==> config.mk <==
export PLATFORM = sky130hd
export DESIGN_NAME = i2c_master_status_flags
export DESIGN_NICKNAME = d
export VERILOG_FILES = /design/src/common/i2c_status_pkg.sv /design/src/common/line_event_if.sv /design/src/common/reg_access_if.sv /design/src/hw/i2c_master_status_flags.sv /design/src/hw/i2c_line_watch.sv /design/src/hw/apb_reg_port.sv
export VERILOG_INCLUDE_DIRS = /design/src /design/src/common
export SDC_FILE = /design/constraint.sdc
export NUM_CORES = 1
export LEC_CHECK = 0
export BUFFER_PORTS_ARGS = -buffer_cell sky130_fd_sc_hd__buf_4
export CORE_UTILIZATION = 50
export CTS_CLUSTER_DIAMETER = 100
export CTS_CLUSTER_SIZE = 20
export DETAILED_ROUTE_END_ITERATION = 10
export PLACE_DENSITY_LB_ADDON = 0.15
export SLEW_MARGIN = 20
export SYNTH_ARGS = -nofsm -noshare
export SYNTH_HDL_FRONTEND = slang
export SYNTH_HIERARCHICAL = 1
export SYNTH_SLANG_ARGS = --single-unit
==> constraint.sdc <==
create_clock -name pclk -period 2.95 [get_ports pclk]
set_input_delay 0.1475 -clock pclk [delete_from_list [all_inputs] [get_ports pclk]]
set_output_delay 0.1475 -clock pclk [all_outputs]
set_load 0.05 [all_outputs]
==> src/common/i2c_status_defines.svh <==
// Purpose: offsets, field positions, reset values and counts for the
//          i2c master status block
// Assumes: included by bare name from design files
// Notes:   definitions only
`ifndef I2C_STATUS_DEFINES_SVH
`define I2C_STATUS_DEFINES_SVH

// ----------------------------------------------------------------
// register byte addresses
// ----------------------------------------------------------------
`define CTRL_ADDR 32'hffff0800
`define STAT_ADDR 32'hffff0804

// ----------------------------------------------------------------
// reset values and write masks
// ----------------------------------------------------------------
`define CTRL_RESET 16'h0000
`define STAT_RESET 16'h0000
`define CTRL_WR_MASK 16'h01f7
`define STAT_USED_MASK 16'h07ff

// ----------------------------------------------------------------
// status field positions
// ----------------------------------------------------------------
`define ST_BUS_BUSY 10
`define ST_RX_OVF 9
`define ST_XFER_DONE 8
`define ST_DATA_NACK 7
`define ST_MASTER_ACT 6
`define ST_ARB_LOST 5
`define ST_ADDR_NACK 4
`define ST_RX_REQ 3
`define ST_TX_REQ 2
`define ST_TX_LVL_HI 1
`define ST_TX_LVL_LO 0

// ----------------------------------------------------------------
// control field positions
// ----------------------------------------------------------------
`define CT_COMPLETE_IE 8
`define CT_NACK_IE 7
`define CT_ARB_IE 6
`define CT_TX_IE 5
`define CT_RX_IE 4

// ----------------------------------------------------------------
// tx fifo level codes and pin synchroniser depth
// ----------------------------------------------------------------
`define TX_LVL_EMPTY 2'h0
`define TX_LVL_FULL 2'h3
`define TX_REQ_MAX_BYTES 2'h1
`define SYNC_STAGES 3

`endif

==> src/common/i2c_status_pkg.sv <==
// Purpose: shared types for the i2c master status block
// Assumes: nothing
// Notes:   numbers live in the defines header
package i2c_status_pkg;

  // one-hot view of who owns the i2c bus
  typedef enum logic [1:0] {
    BUS_FREE = 2'b01,
    BUS_HELD = 2'b10
  } bus_state_e;

  typedef logic [15:0] reg16_t;

  // exact word match of a bus address against a register address
  function automatic logic addr_is(input logic [31:0] a, input logic [31:0] r);
    addr_is = (a == r);
  endfunction : addr_is

endpackage : i2c_status_pkg

==> src/common/line_event_if.sv <==
// Purpose: carries start and stop detections from the line watcher
// Assumes: one clock, pclk
// Notes:   both strobes are one-cycle pulses
`timescale 1ns/1ns
interface line_event_if;
  logic start_det;
  logic stop_det;
  modport src (output start_det, output stop_det);
  modport dst (input start_det, input stop_det);
endinterface : line_event_if

==> src/common/reg_access_if.sv <==
// Purpose: register access strobes between apb port and status core
// Assumes: one clock, pclk
// Notes:   strobes are single-cycle, qualified by the clock enable
`timescale 1ns/1ns
interface reg_access_if;
  logic wr_stb;
  logic [31:0] addr;
  logic [15:0] wdata;
  logic [15:0] rdata;
  modport port (output wr_stb, output addr, output wdata, input rdata);
  modport core (input wr_stb, input addr, input wdata, output rdata);
endinterface : reg_access_if

==> src/hw/i2c_master_status_flags.sv <==
// Purpose: status flags, control enables and interrupt of an i2c master
// Assumes: engine strobes are on pclk; scl/sda arrive from pads
// Notes:   shift engine and fifos live outside and report by strobes
//
// Added by the designer: the APB register port.
`timescale 1ns/1ns
`include "i2c_status_defines.svh"

// Summary of operation
// - status is a 16-bit read-only word, all zero after reset
// - any start condition on the bus sets bus busy, bit 10
// - a stop condition on the bus clears bus busy
// - bit 9 sets when a byte is pushed into a full rx fifo
// - bit 8 sets once a master transfer with its slave finishes
// - transfer complete with its enable set raises the interrupt
// - software may clear transfer complete though the word is read-only
// - bit 7 sets on data nack, interrupts when nack enable is set
// - bit 6 is high while the master processes a transaction
// - bit 6 is low when idle or another master owns the bus
// - bit 5 sets on lost arbitration, interrupts when enabled
// - bit 4 sets on address nack, interrupts when nack enable is set
// - bit 3 sets when data enters the rx fifo, interrupts when enabled
// - bit 2 high after address+write with tx fifo at most one byte
// - bits 1:0 give tx fifo level: empty, one, two, full
// - control enables: complete 8, nack 7, arb 6, tx 5, rx 4
module i2c_master_status_flags (
  input wire logic pclk,
  input wire logic presetn,
  input wire logic pclken,
  // apb slave
  input wire logic psel,
  input wire logic penable,
  input wire logic pwrite,
  input wire logic [31:0] paddr,
  input wire logic [31:0] pwdata,
  output logic [31:0] prdata,
  output logic pready,
  output logic pslverr,
  // i2c lines as seen at the pads
  input wire logic scl_pin,
  input wire logic sda_pin,
  // reports from the shift engine
  input wire logic master_busy,
  input wire logic master_start,
  input wire logic addr_write_sent,
  input wire logic xfer_done_evt,
  input wire logic addr_nack_evt,
  input wire logic data_nack_evt,
  input wire logic arb_lost_evt,
  // reports from the fifos
  input wire logic rx_push,
  input wire logic rx_pop,
  input wire logic rx_fifo_full,
  input wire logic rx_fifo_empty,
  input wire logic [1:0] tx_count,
  input wire logic tx_fifo_full,
  // control bits for the engine and the interrupt
  output i2c_status_pkg::reg16_t master_control,
  output logic irq
);
  import i2c_status_pkg::*;

  // ----------------------------------------------------------------
  // sub-blocks
  // ----------------------------------------------------------------
  line_event_if lev ();
  reg_access_if ra ();

  // start and stop come from the pads through a synchroniser
  i2c_line_watch u_line_watch (
    .pclk(pclk),
    .presetn(presetn),
    .pclken(pclken),
    .scl_pin(scl_pin),
    .sda_pin(sda_pin),
    .ev(lev.src)
  );

  // register bus front end
  apb_reg_port u_apb (
    .pclk(pclk),
    .presetn(presetn),
    .pclken(pclken),
    .psel(psel),
    .penable(penable),
    .pwrite(pwrite),
    .paddr(paddr),
    .pwdata(pwdata),
    .prdata(prdata),
    .pready(pready),
    .pslverr(pslverr),
    .ra(ra.port)
  );

  // ----------------------------------------------------------------
  // register state
  // ----------------------------------------------------------------
  reg16_t control_reg;
  bus_state_e bus_state_reg;
  bus_state_e bus_state_next;
  logic rx_ovf_reg;
  logic xfer_done_reg;
  logic data_nack_reg;
  logic master_act_reg;
  logic arb_lost_reg;
  logic addr_nack_reg;
  logic rx_req_reg;
  logic tx_req_reg;
  logic [1:0] tx_lvl_reg;
  logic [1:0] tx_lvl_next;
  logic ctrl_wr;
  logic stat_wr;
  logic done_clr;
  reg16_t status_word;

  // write strobes per register
  assign ctrl_wr = ra.wr_stb && addr_is(ra.addr, `CTRL_ADDR);
  assign stat_wr = ra.wr_stb && addr_is(ra.addr, `STAT_ADDR);

  // ----------------------------------------------------------------
  // control register
  // ----------------------------------------------------------------
  // enable positions
  always_ff @(posedge pclk or negedge presetn) begin
    if (!presetn) begin
      control_reg <= `CTRL_RESET;
    end else if (pclken && ctrl_wr) begin
      control_reg <= ra.wdata & `CTRL_WR_MASK;
    end
  end

  assign master_control = control_reg;

  // ----------------------------------------------------------------
  // bus ownership tracker
  // ----------------------------------------------------------------
  // next state from line conditions, start checked when free, stop only when held
  always_comb begin
    bus_state_next = bus_state_reg;
    case (bus_state_reg)
      BUS_FREE: begin
        if (lev.start_det) bus_state_next = BUS_HELD;
      end
      BUS_HELD: begin
        if (lev.stop_det) bus_state_next = BUS_FREE;
      end
      default: begin
        bus_state_next = BUS_FREE;
      end
    endcase
  end

  // repeated starts keep the bus held, so no exit on start
  always_ff @(posedge pclk or negedge presetn) begin
    if (!presetn) begin
      bus_state_reg <= BUS_FREE;
    end else if (pclken) begin
      bus_state_reg <= bus_state_next;
    end
  end

  // ----------------------------------------------------------------
  // receive fifo flags
  // ----------------------------------------------------------------
  // overflow on full push
  always_ff @(posedge pclk or negedge presetn) begin
    if (!presetn) begin
      rx_ovf_reg <= 1'b0;
    end else if (pclken) begin
      if (rx_push && rx_fifo_full) rx_ovf_reg <= 1'b1;
      else if (rx_pop || rx_push) rx_ovf_reg <= 1'b0;
    end
  end

  // data entered rx
  // a push in the draining cycle wins, so no byte goes unflagged
  always_ff @(posedge pclk or negedge presetn) begin
    if (!presetn) begin
      rx_req_reg <= 1'b0;
    end else if (pclken) begin
      if (rx_push) rx_req_reg <= 1'b1;
      else if (rx_fifo_empty) rx_req_reg <= 1'b0;
    end
  end

  // ----------------------------------------------------------------
  // transfer complete, software clearable
  // ----------------------------------------------------------------
  // writing one to bit 8 of the status word, or dropping the enable
  assign done_clr = (stat_wr && ra.wdata[`ST_XFER_DONE])
                 || (ctrl_wr && !ra.wdata[`CT_COMPLETE_IE]);

  // clear by software
  // the set wins over a clear in the same cycle
  always_ff @(posedge pclk or negedge presetn) begin
    if (!presetn) begin
      xfer_done_reg <= 1'b0;
    end else if (pclken) begin
      if (xfer_done_evt) xfer_done_reg <= 1'b1;
      else if (done_clr) xfer_done_reg <= 1'b0;
    end
  end

  // ----------------------------------------------------------------
  // nack and arbitration flags
  // ----------------------------------------------------------------
  // these hold until the master starts its next transaction
  // data nack flag
  always_ff @(posedge pclk or negedge presetn) begin
    if (!presetn) begin
      data_nack_reg <= 1'b0;
    end else if (pclken) begin
      if (data_nack_evt) data_nack_reg <= 1'b1;
      else if (master_start) data_nack_reg <= 1'b0;
    end
  end

  always_ff @(posedge pclk or negedge presetn) begin
    if (!presetn) begin
      addr_nack_reg <= 1'b0;
    end else if (pclken) begin
      if (addr_nack_evt) addr_nack_reg <= 1'b1;
      else if (master_start) addr_nack_reg <= 1'b0;
    end
  end

  always_ff @(posedge pclk or negedge presetn) begin
    if (!presetn) begin
      arb_lost_reg <= 1'b0;
    end else if (pclken) begin
      if (arb_lost_evt) arb_lost_reg <= 1'b1;
      else if (master_start) arb_lost_reg <= 1'b0;
    end
  end

  // ----------------------------------------------------------------
  // master activity
  // ----------------------------------------------------------------
  // busy while processing
  // low when bus lost
  // after a lost arbitration the other master owns the bus, so the
  // engine's busy is ignored until it starts afresh
  always_ff @(posedge pclk or negedge presetn) begin
    if (!presetn) begin
      master_act_reg <= 1'b0;
    end else if (pclken) begin
      master_act_reg <= master_busy && !arb_lost_evt
                     && (!arb_lost_reg || master_start);
    end
  end

  // ----------------------------------------------------------------
  // transmit side
  // ----------------------------------------------------------------
  // tx level code
  // a full fifo always shows 11 whatever the raw count says
  always_comb begin
    if (tx_fifo_full) tx_lvl_next = `TX_LVL_FULL;
    else tx_lvl_next = tx_count;
  end

  always_ff @(posedge pclk or negedge presetn) begin
    if (!presetn) begin
      tx_lvl_reg <= `TX_LVL_EMPTY;
      tx_req_reg <= 1'b0;
    end else if (pclken) begin
      tx_lvl_reg <= tx_lvl_next;
      tx_req_reg <= addr_write_sent && (tx_lvl_next <= `TX_REQ_MAX_BYTES);
    end
  end

  // ----------------------------------------------------------------
  // status word assembly
  // ----------------------------------------------------------------
  // read-only word
  always_comb begin
    status_word = `STAT_RESET;
    status_word[`ST_BUS_BUSY] = (bus_state_reg == BUS_HELD);
    status_word[`ST_RX_OVF] = rx_ovf_reg;
    status_word[`ST_XFER_DONE] = xfer_done_reg;
    status_word[`ST_DATA_NACK] = data_nack_reg;
    status_word[`ST_MASTER_ACT] = master_act_reg;
    status_word[`ST_ARB_LOST] = arb_lost_reg;
    status_word[`ST_ADDR_NACK] = addr_nack_reg;
    status_word[`ST_RX_REQ] = rx_req_reg;
    status_word[`ST_TX_REQ] = tx_req_reg;
    status_word[`ST_TX_LVL_HI:`ST_TX_LVL_LO] = tx_lvl_reg;
    status_word = status_word & `STAT_USED_MASK;
  end

  // read mux for the apb port
  always_comb begin
    if (addr_is(ra.addr, `CTRL_ADDR)) ra.rdata = control_reg;
    else if (addr_is(ra.addr, `STAT_ADDR)) ra.rdata = status_word;
    else ra.rdata = 16'h0000;
  end

  // ----------------------------------------------------------------
  // interrupt request
  // ----------------------------------------------------------------
  localparam int NSRC = 6;
  logic [NSRC-1:0] irq_src;
  logic [NSRC-1:0] irq_en;
  logic [NSRC-1:0] irq_gated;

  // both nack flags share one enable
  assign irq_src = {xfer_done_reg, data_nack_reg, addr_nack_reg,
                    arb_lost_reg, tx_req_reg, rx_req_reg};
  assign irq_en = {control_reg[`CT_COMPLETE_IE], control_reg[`CT_NACK_IE],
                   control_reg[`CT_NACK_IE], control_reg[`CT_ARB_IE],
                   control_reg[`CT_TX_IE], control_reg[`CT_RX_IE]};

  genvar gi;
  generate
    for (gi = 0; gi < NSRC; gi++) begin : g_irq
      assign irq_gated[gi] = irq_src[gi] & irq_en[gi];
    end
  endgenerate

  // level output built from flops, so it is glitch free
  assign irq = |irq_gated;

endmodule : i2c_master_status_flags

==> src/hw/i2c_line_watch.sv <==
// Purpose: synchronise scl/sda and detect start and stop conditions
// Assumes: pins are asynchronous to pclk
// Notes:   a level change counts once stages one and two agree
`timescale 1ns/1ns
`include "i2c_status_defines.svh"
module i2c_line_watch (
  input wire logic pclk,
  input wire logic presetn,
  input wire logic pclken,
  input wire logic scl_pin,
  input wire logic sda_pin,
  line_event_if.src ev
);
  // ----------------------------------------------------------------
  // three-stage synchronisers, idle bus reads high
  // ----------------------------------------------------------------
  logic [`SYNC_STAGES-1:0] scl_sync_reg;
  logic [`SYNC_STAGES-1:0] sda_sync_reg;
  logic scl_reg;
  logic sda_reg;

  // shift chains; stage zero only feeds stage one
  always_ff @(posedge pclk or negedge presetn) begin
    if (!presetn) begin
      scl_sync_reg <= {`SYNC_STAGES{1'b1}};
      sda_sync_reg <= {`SYNC_STAGES{1'b1}};
    end else if (pclken) begin
      scl_sync_reg <= {scl_sync_reg[`SYNC_STAGES-2:0], scl_pin};
      sda_sync_reg <= {sda_sync_reg[`SYNC_STAGES-2:0], sda_pin};
    end
  end

  // accepted levels move only when stages one and two agree
  always_ff @(posedge pclk or negedge presetn) begin
    if (!presetn) begin
      scl_reg <= 1'b1;
      sda_reg <= 1'b1;
    end else if (pclken) begin
      if (scl_sync_reg[1] == scl_sync_reg[2]) scl_reg <= scl_sync_reg[2];
      if (sda_sync_reg[1] == sda_sync_reg[2]) sda_reg <= sda_sync_reg[2];
    end
  end

  // ----------------------------------------------------------------
  // conditions: sda moves while scl stays high
  // ----------------------------------------------------------------
  logic sda_new;
  logic scl_steady_hi;
  assign sda_new = (sda_sync_reg[1] == sda_sync_reg[2]) ? sda_sync_reg[2] : sda_reg;
  assign scl_steady_hi = scl_reg && (scl_sync_reg[2] || scl_sync_reg[1] != scl_sync_reg[2]);
  // qualified by the clock enable so a frozen block sees no pulse
  assign ev.start_det = pclken && scl_steady_hi && sda_reg && !sda_new;
  assign ev.stop_det = pclken && scl_steady_hi && !sda_reg && sda_new;
endmodule : i2c_line_watch

==> src/hw/apb_reg_port.sv <==
// Purpose: apb slave front end for the status block registers
// Assumes: apb master keeps the request stable until pready
// Notes:   zero wait states while pclken is high
`timescale 1ns/1ns
`include "i2c_status_defines.svh"
module apb_reg_port (
  input wire logic pclk,
  input wire logic presetn,
  input wire logic pclken,
  input wire logic psel,
  input wire logic penable,
  input wire logic pwrite,
  input wire logic [31:0] paddr,
  input wire logic [31:0] pwdata,
  output logic [31:0] prdata,
  output logic pready,
  output logic pslverr,
  reg_access_if.port ra
);
  import i2c_status_pkg::*;

  logic mapped;
  logic [31:0] prdata_reg;

  // decode of the two words, everything else is an error
  always_comb begin
    if (addr_is(paddr, `CTRL_ADDR)) mapped = 1'b1;
    else if (addr_is(paddr, `STAT_ADDR)) mapped = 1'b1;
    else mapped = 1'b0;
  end

  // a frozen block stretches the access phase instead of losing it
  assign pready = pclken;
  assign pslverr = psel && penable && pclken && !mapped;
  assign ra.addr = paddr;
  assign ra.wdata = pwdata[15:0];
  assign ra.wr_stb = psel && penable && pwrite && pclken && mapped;
  assign prdata = prdata_reg;

  // read data caught in the setup cycle so it comes from a flop
  always_ff @(posedge pclk or negedge presetn) begin
    if (!presetn) begin
      prdata_reg <= 32'h00000000;
    end else if (pclken && psel && !penable) begin
      prdata_reg <= (!pwrite && mapped) ? {16'h0000, ra.rdata} : 32'h00000000;
    end
  end
endmodule : apb_reg_port

==> impl_metrics.json, run 1 <==
{
  "grt_start_max_net_pins": 45,
  "avgSynthCellArea_um2": 10.1,
  "finalSetupTns_ns": 0,
  "post_drt_wl_per_cell_um": 12.8,
  "min_period_over_period": 0.700,
  "cellLeakagePower_nw": 1.61,
  "setup_viol": 0,
  "yosys_warnings": 6,
  "area_delta_synth_final_pct": 17.0,
  "cts_max_path_buffers": 2,
  "worstSkewPairLatency_ns": 0.29,
  "core_um2": 5170,
  "slew_violations": 0,
  "min_path_type": "input pin to flop",
  "vias_per_cell": 4.80,
  "clock-sinks": 44,
  "largest_register_ffs": 16,
  "routed_wl_um": 5000,
  "grt_first_pass_wirelength_um": 8560,
  "crit_start": "paddr[12]",
  "synth_area_um2": 2730,
  "rows": 26,
  "ios": 137,
  "grt-ovfl-total": 0,
  "grt_use_total": 0.184,
  "worstSetupPathType": "input pin to flop",
  "drcViolationCount": 0,
  "peakVddDrop_mv": 0.359,
  "antenna_found_initial": 0,
  "die_area_um2": 5760,
  "dp.final_hpwl_um": 3760,
  "slew_headroom": 0.568,
  "crit_fanout": 8,
  "reg2reg_from": "u_line_watch/scl_sync_reg[1]",
  "min_from": "xfer_done_evt",
  "powerDensity_nw_per_um2": 459,
  "worst_ep_required_time_ns": 3.12,
  "grt_pass1_vias": 1826,
  "via_count": 1876,
  "io_buffers": 88,
  "design_area_um2": 3200,
  "period_minus_slack_ns": 2.07,
  "dpl_cell_area_um2": 3050,
  "clkSlewWorstSetupHoldPaths_ns": 0.07,
  "start_util": 0.528,
  "rsz0062_at_grt": "no",
  "post-cts-setup-buffers": 0,
  "startpoint_type": "input pin",
  "htreeDepth": 2,
  "fp.dieH_um": 75.9,
  "syn_inst": 270,
  "drive_gt1_frac": 0.414,
  "cts_tree": "yes",
  "holdWs_ns": 0.0622,
  "outcome": "finished clean",
  "dr.first_iter.drc_count": 85,
  "die_x_um": 75.9,
  "cts_root_buffer": "clkbuf_8",
  "maxCapViolCount": 0,
  "fin_nets": 407,
  "n_antenna_cell": 0,
  "hold_viol": 0,
  "gp_congestion": 0.712,
  "endpoint_kind": "flop",
  "drt_first_pass_iters": 4,
  "fmax_mhz": 484,
  "tightest_slew_ns": 0.646,
  "arrival_ns": 2.23,
  "numCtsBuffers": 5,
  "worst_clock_skew_ns": 0.0102,
  "final_antenna_net_count": 0
}
[layout make-up]
class / instances / area [µm²]
Fill cell: 438 / 1980
Clock inverter: 2 / 60.1
Clock buffer: 6 / 72.6
Inverter: 10 / 37.5
Tap cell: 70 / 87.6
Timing Repair Buffer: 90 / 678
Multi-Input combinational cell: 169 / 1150
Sequential cell: 44 / 1110
[routing by layer]
layer  up-vias  wire (µm)  track usage
met5         -          0            0
met4         0         51       0.0404
met3         6        293       0.0458
met2        65       2350        0.301
met1       859       2310        0.247
li1        946          -            -
[stage by stage]
stage / util / worst slack (ns) / std cells / power [mW]
after global placement: 0.590 / 0.644 / 382 / 0.936
final: 0.618 / 0.884 / 391 / 1.47
after floorplan: - / 0.966 / 297 / 0.904
after global routing: 0.618 / 0.704 / 391 / 1.53
after CTS: 0.618 / 0.863 / 391 / 1.48
after detailed placement: 0.590 / 0.548 / 382 / 0.944
[timing repair]
action | CTS | global route
hold buffers | 1 | 0
hold endpoints to repair | 35 | 0
gates resized for setup | 0 | 0
endpoints found under the setup margin | 0 | 0
[critical path, cell delays in order]
cell	delay, ns
buf_4	0.11
nor4b_1	0.40
nand4_2	0.23
nor4_1	0.30
nand2_1	0.15
nor4_4	0.49
mux2_2	0.41
[worst paths after layout]
kind | endpoint | slack, ns | cells past startpoint
max | master_control[5] | 0.88 | 7
max reg2reg | bus_state_reg[0] | 1.35 | 6
min in group asynchronous | u_apb/prdata[11] | 0.38 | 2
min reg2reg | u_line_watch/scl_sync_reg[2] | 0.48 | 2
min | xfer_done_reg | 0.06 | 3
max in group asynchronous | master_control[4] | 2.18 | 2
[power breakdown]
part | internal (mW) | total, mW | switching, mW | leakage [nW]
logic | 0.103 | 0.248 | 0.145 | 0.987
clock network | 0.338 | 0.535 | 0.196 | 0.0654
registers | 0.653 | 0.685 | 0.0316 | 0.558
total | 1.09 | 1.47 | 0.373 | 1.61
[cell usage in the layout, fill, tap and decap left out, types with 2 or more instances in the layout]
cell,count
nor4_1,6
a31o_1,10
dfstp_2,9
mux2_2,13
a22o_1,5
clkbuf_8,5
or4_4,2
nor3_1,3
a31o_2,6
dfrtp_1,35
bufinv_16,2
o21ai_0,8
conb_1,29
a21oi_1,2
nand2_1,11
a22oi_1,2
buf_4,89
nand4_1,7
nor2_1,14
inv_1,10
nand3_1,5
nor4b_1,3
nor2b_1,17
mux2i_1,8
nand4b_1,2
No activity file was read; power rests on OpenSTA's default activity.
==> run 2, diff against run 1 <==
- CORE_UTILIZATION: 50 -> 47
- clock period: 2.95 -> 2.1 ns (I/O delays scaled with it)
==> run 2 against run 1 <==
Net effect:
- utilization is 3.8 points lower
- highest routed layer unchanged
- cell count grew 1.8%
- clock skew shrank 0.0028 ns
- sequential share of layout area down 0.20 points
- first-iteration DRC count fell by 14%
- combinational power rose by 41%
- critical path depth grew 1
==> impl_metrics.json, run 2 (synthesis gave the netlist of run 1 again) <==
{
  "grt_util_met2": 0.290,
  "finalWorstSetupSlack_ns": 0.371,
  "cts_max_path_buffers": 2,
  "setup_viol": 0,
  "dr.first_iter.drc_count": 73,
  "cp_top_family": "simple AND/OR/NAND/NOR gates",
  "area_delta_synth_final_pct": 17.7,
  "grt_pass1_vias": 1895,
  "antenna_found_initial": 0,
  "crit_start": "paddr[12]",
  "combPwrFrac": 0.180,
  "gp_congestion": 0.788,
  "clock-sinks": 44,
  "p_sw_frac": 0.272,
  "grtUsageMet1": 0.239,
  "fp.dieH_um": 78.2,
  "netSwitchingPower_mw": 0.530,
  "powerDensity_nw_per_um2": 605,
  "worstSkewPairLatency_ns": 0.29,
  "worst_ep_required_time_ns": 2.28,
  "start_util": 0.493,
  "tightest_slew_ns": 0.539,
  "slew_headroom": 0.641,
  "cellLeakagePower_nw": 1.62,
  "post-place-ws_ns": 0.0556,
  "grt_start_max_net_pins": 45,
  "ctsResizeCount": 0,
  "grt_use_total": 0.181,
  "die_area_um2": 6120,
  "clkSlewWorstSetupHoldPaths_ns": 0.08,
  "outcome": "finished clean",
  "grt-ovfl-total": 0,
  "vias_per_cell": 4.91,
  "cts_hold_buf": 1,
  "n_antenna_cell": 0,
  "htreeDepth": 2,
  "crit_chain": "buf_4, nor4b_1, nand4_2, nor4_1, nand2_1, nor4_4, buf_4, mux2_2",
  "min_path_type": "input pin to flop",
  "layout_common_cells": "buf_4, dfrtp_1, conb_1, nor2b_1, nor2_1",
  "fillCellCount": 510,
  "max_stage_delay_ns": 0.40,
  "drcViolationCount": 0,
  "drive_gt1_frac": 0.426,
  "post-cts-setup-buffers": 0,
  "numCtsBuffers": 5,
  "startpoint_type": "input pin",
  "largest_register_ffs": 16,
  "grt_first_pass_wirelength_um": 8730,
  "hold_viol": 0,
  "via_count": 1954,
  "gr-max-usage-layer": "met2",
  "p_clk_frac": 0.326,
  "cts_tree": "yes",
  "cts_root_buffer": "clkbuf_8",
  "peakVddDrop_mv": 0.370,
  "seqPwrFrac": 0.494,
  "drt_first_pass_iters": 4,
  "worstSetupPathType": "input pin to flop",
  "finalSetupTns_ns": 0,
  "rsz0062_at_grt": "no",
  "intPower_mw": 1.42,
  "endpoint_kind": "flop",
  "crit_fanout": 8,
  "fin_nets": 412,
  "period_minus_slack_ns": 1.73,
  "final_common_cell": "buf_4",
  "core_um2": 5540,
  "post_drt_wl_per_cell_um": 13.0,
  "slew_violations": 0,
  "cp.buffers_inverters": 2,
  "arrival_ns": 1.91,
  "critPathSlowestCell": "nor4b_1",
  "dp.final_hpwl_um": 3860,
  "worst_clock_skew_ns": 0.00740,
  "ios": 137,
  "fmax_mhz": 579,
  "routed_wl_um": 5160,
  "min_from": "xfer_done_evt",
  "gr-usage-met3": 0.0419,
  "rows": 27,
  "io_buffers": 88,
  "crit_top_cell": "buf_4",
  "final_antenna_net_count": 0,
  "die_x_um": 78.2,
  "maxCapViolCount": 0,
  "min_period_over_period": 0.823,
  "reg2reg_from": "u_line_watch/scl_sync_reg[1]"
}
[run 2: cell types whose count changed in the layout (fill, tap and decap cells not counted)]
cell        delta
clkinvlp_4     +1
clkbuf_1       -1
clkinv_2       +1
buf_4          +5
bufinv_16      -1
[run 2: path summary, 6_finish.rpt]
path	to	slack, ns	cells past startpoint
max reg2reg	bus_state_reg[1]	0.52	7
max in group asynchronous	u_apb/prdata[4]	1.39	2
min in group asynchronous	u_apb/prdata[12]	0.33	2
min	xfer_done_reg	0.03	3
max	master_control[0]	0.37	8
min reg2reg	u_line_watch/scl_sync_reg[2]	0.49	2
[run 2: final cells by class]
type	count	area, µm²	area share
multi-input combinational	169	1150	0.357
sequential	44	1110	0.346
timing repair buffer	95	716	0.223
tap	72	90.1	0.0280
clock buffer	5	68.8	0.0214
clock inverter	3	42.5	0.0132
inverter	10	37.5	0.0117
[run 2: stage by stage]
| step | power [mW] | hold slack [ns] | instance area, µm² | util | std cells |
|---|---|---|---|---|---|
| CTS | 1.97 | 0.0164 | 3220 | 0.580 | 398 |
| global placement | 1.32 | 0.136 | 3090 | 0.558 | 389 |
| detailed placement | 1.33 | 0.139 | 3090 | 0.558 | 389 |
| global route | 2.05 | 0.0214 | 3220 | 0.580 | 398 |
| finish | 1.94 | 0.0266 | 3220 | 0.580 | 398 |
| floorplan | 1.27 | -0.191 | 2830 | - | 297 |
[run 2: routing by layer]
| metal | up-vias | share of wire |
|---|---|---|
| met1 | 922 | 0.45 |
| met5 | - | 0 |
| met3 | 11 | 0.055 |
| met4 | 0 | 0.025 |
| li1 | 957 | - |
| met2 | 64 | 0.47 |
[run 2: worst register-to-register path, stage by stage (launching register included)]
cell and delay (ns):
dfstp_2 0.54, inv_1 0.05, ha_1 0.18, nand3b_4 0.16
nor3_1 0.27, o21ai_0 0.12, nand2_1 0.09, nand2_1 0.06
[run 2: power groups by stage]
stage / Sequential, mW / Combinational, mW / Clock [mW]
finish: 0.962 / 0.349 / 0.634
global route: 0.970 / 0.383 / 0.693
CTS: 0.961 / 0.352 / 0.657
detailed placement: 0.978 / 0.349 / 0
global placement: 0.975 / 0.343 / 0
floorplan: 0.964 / 0.305 / 0
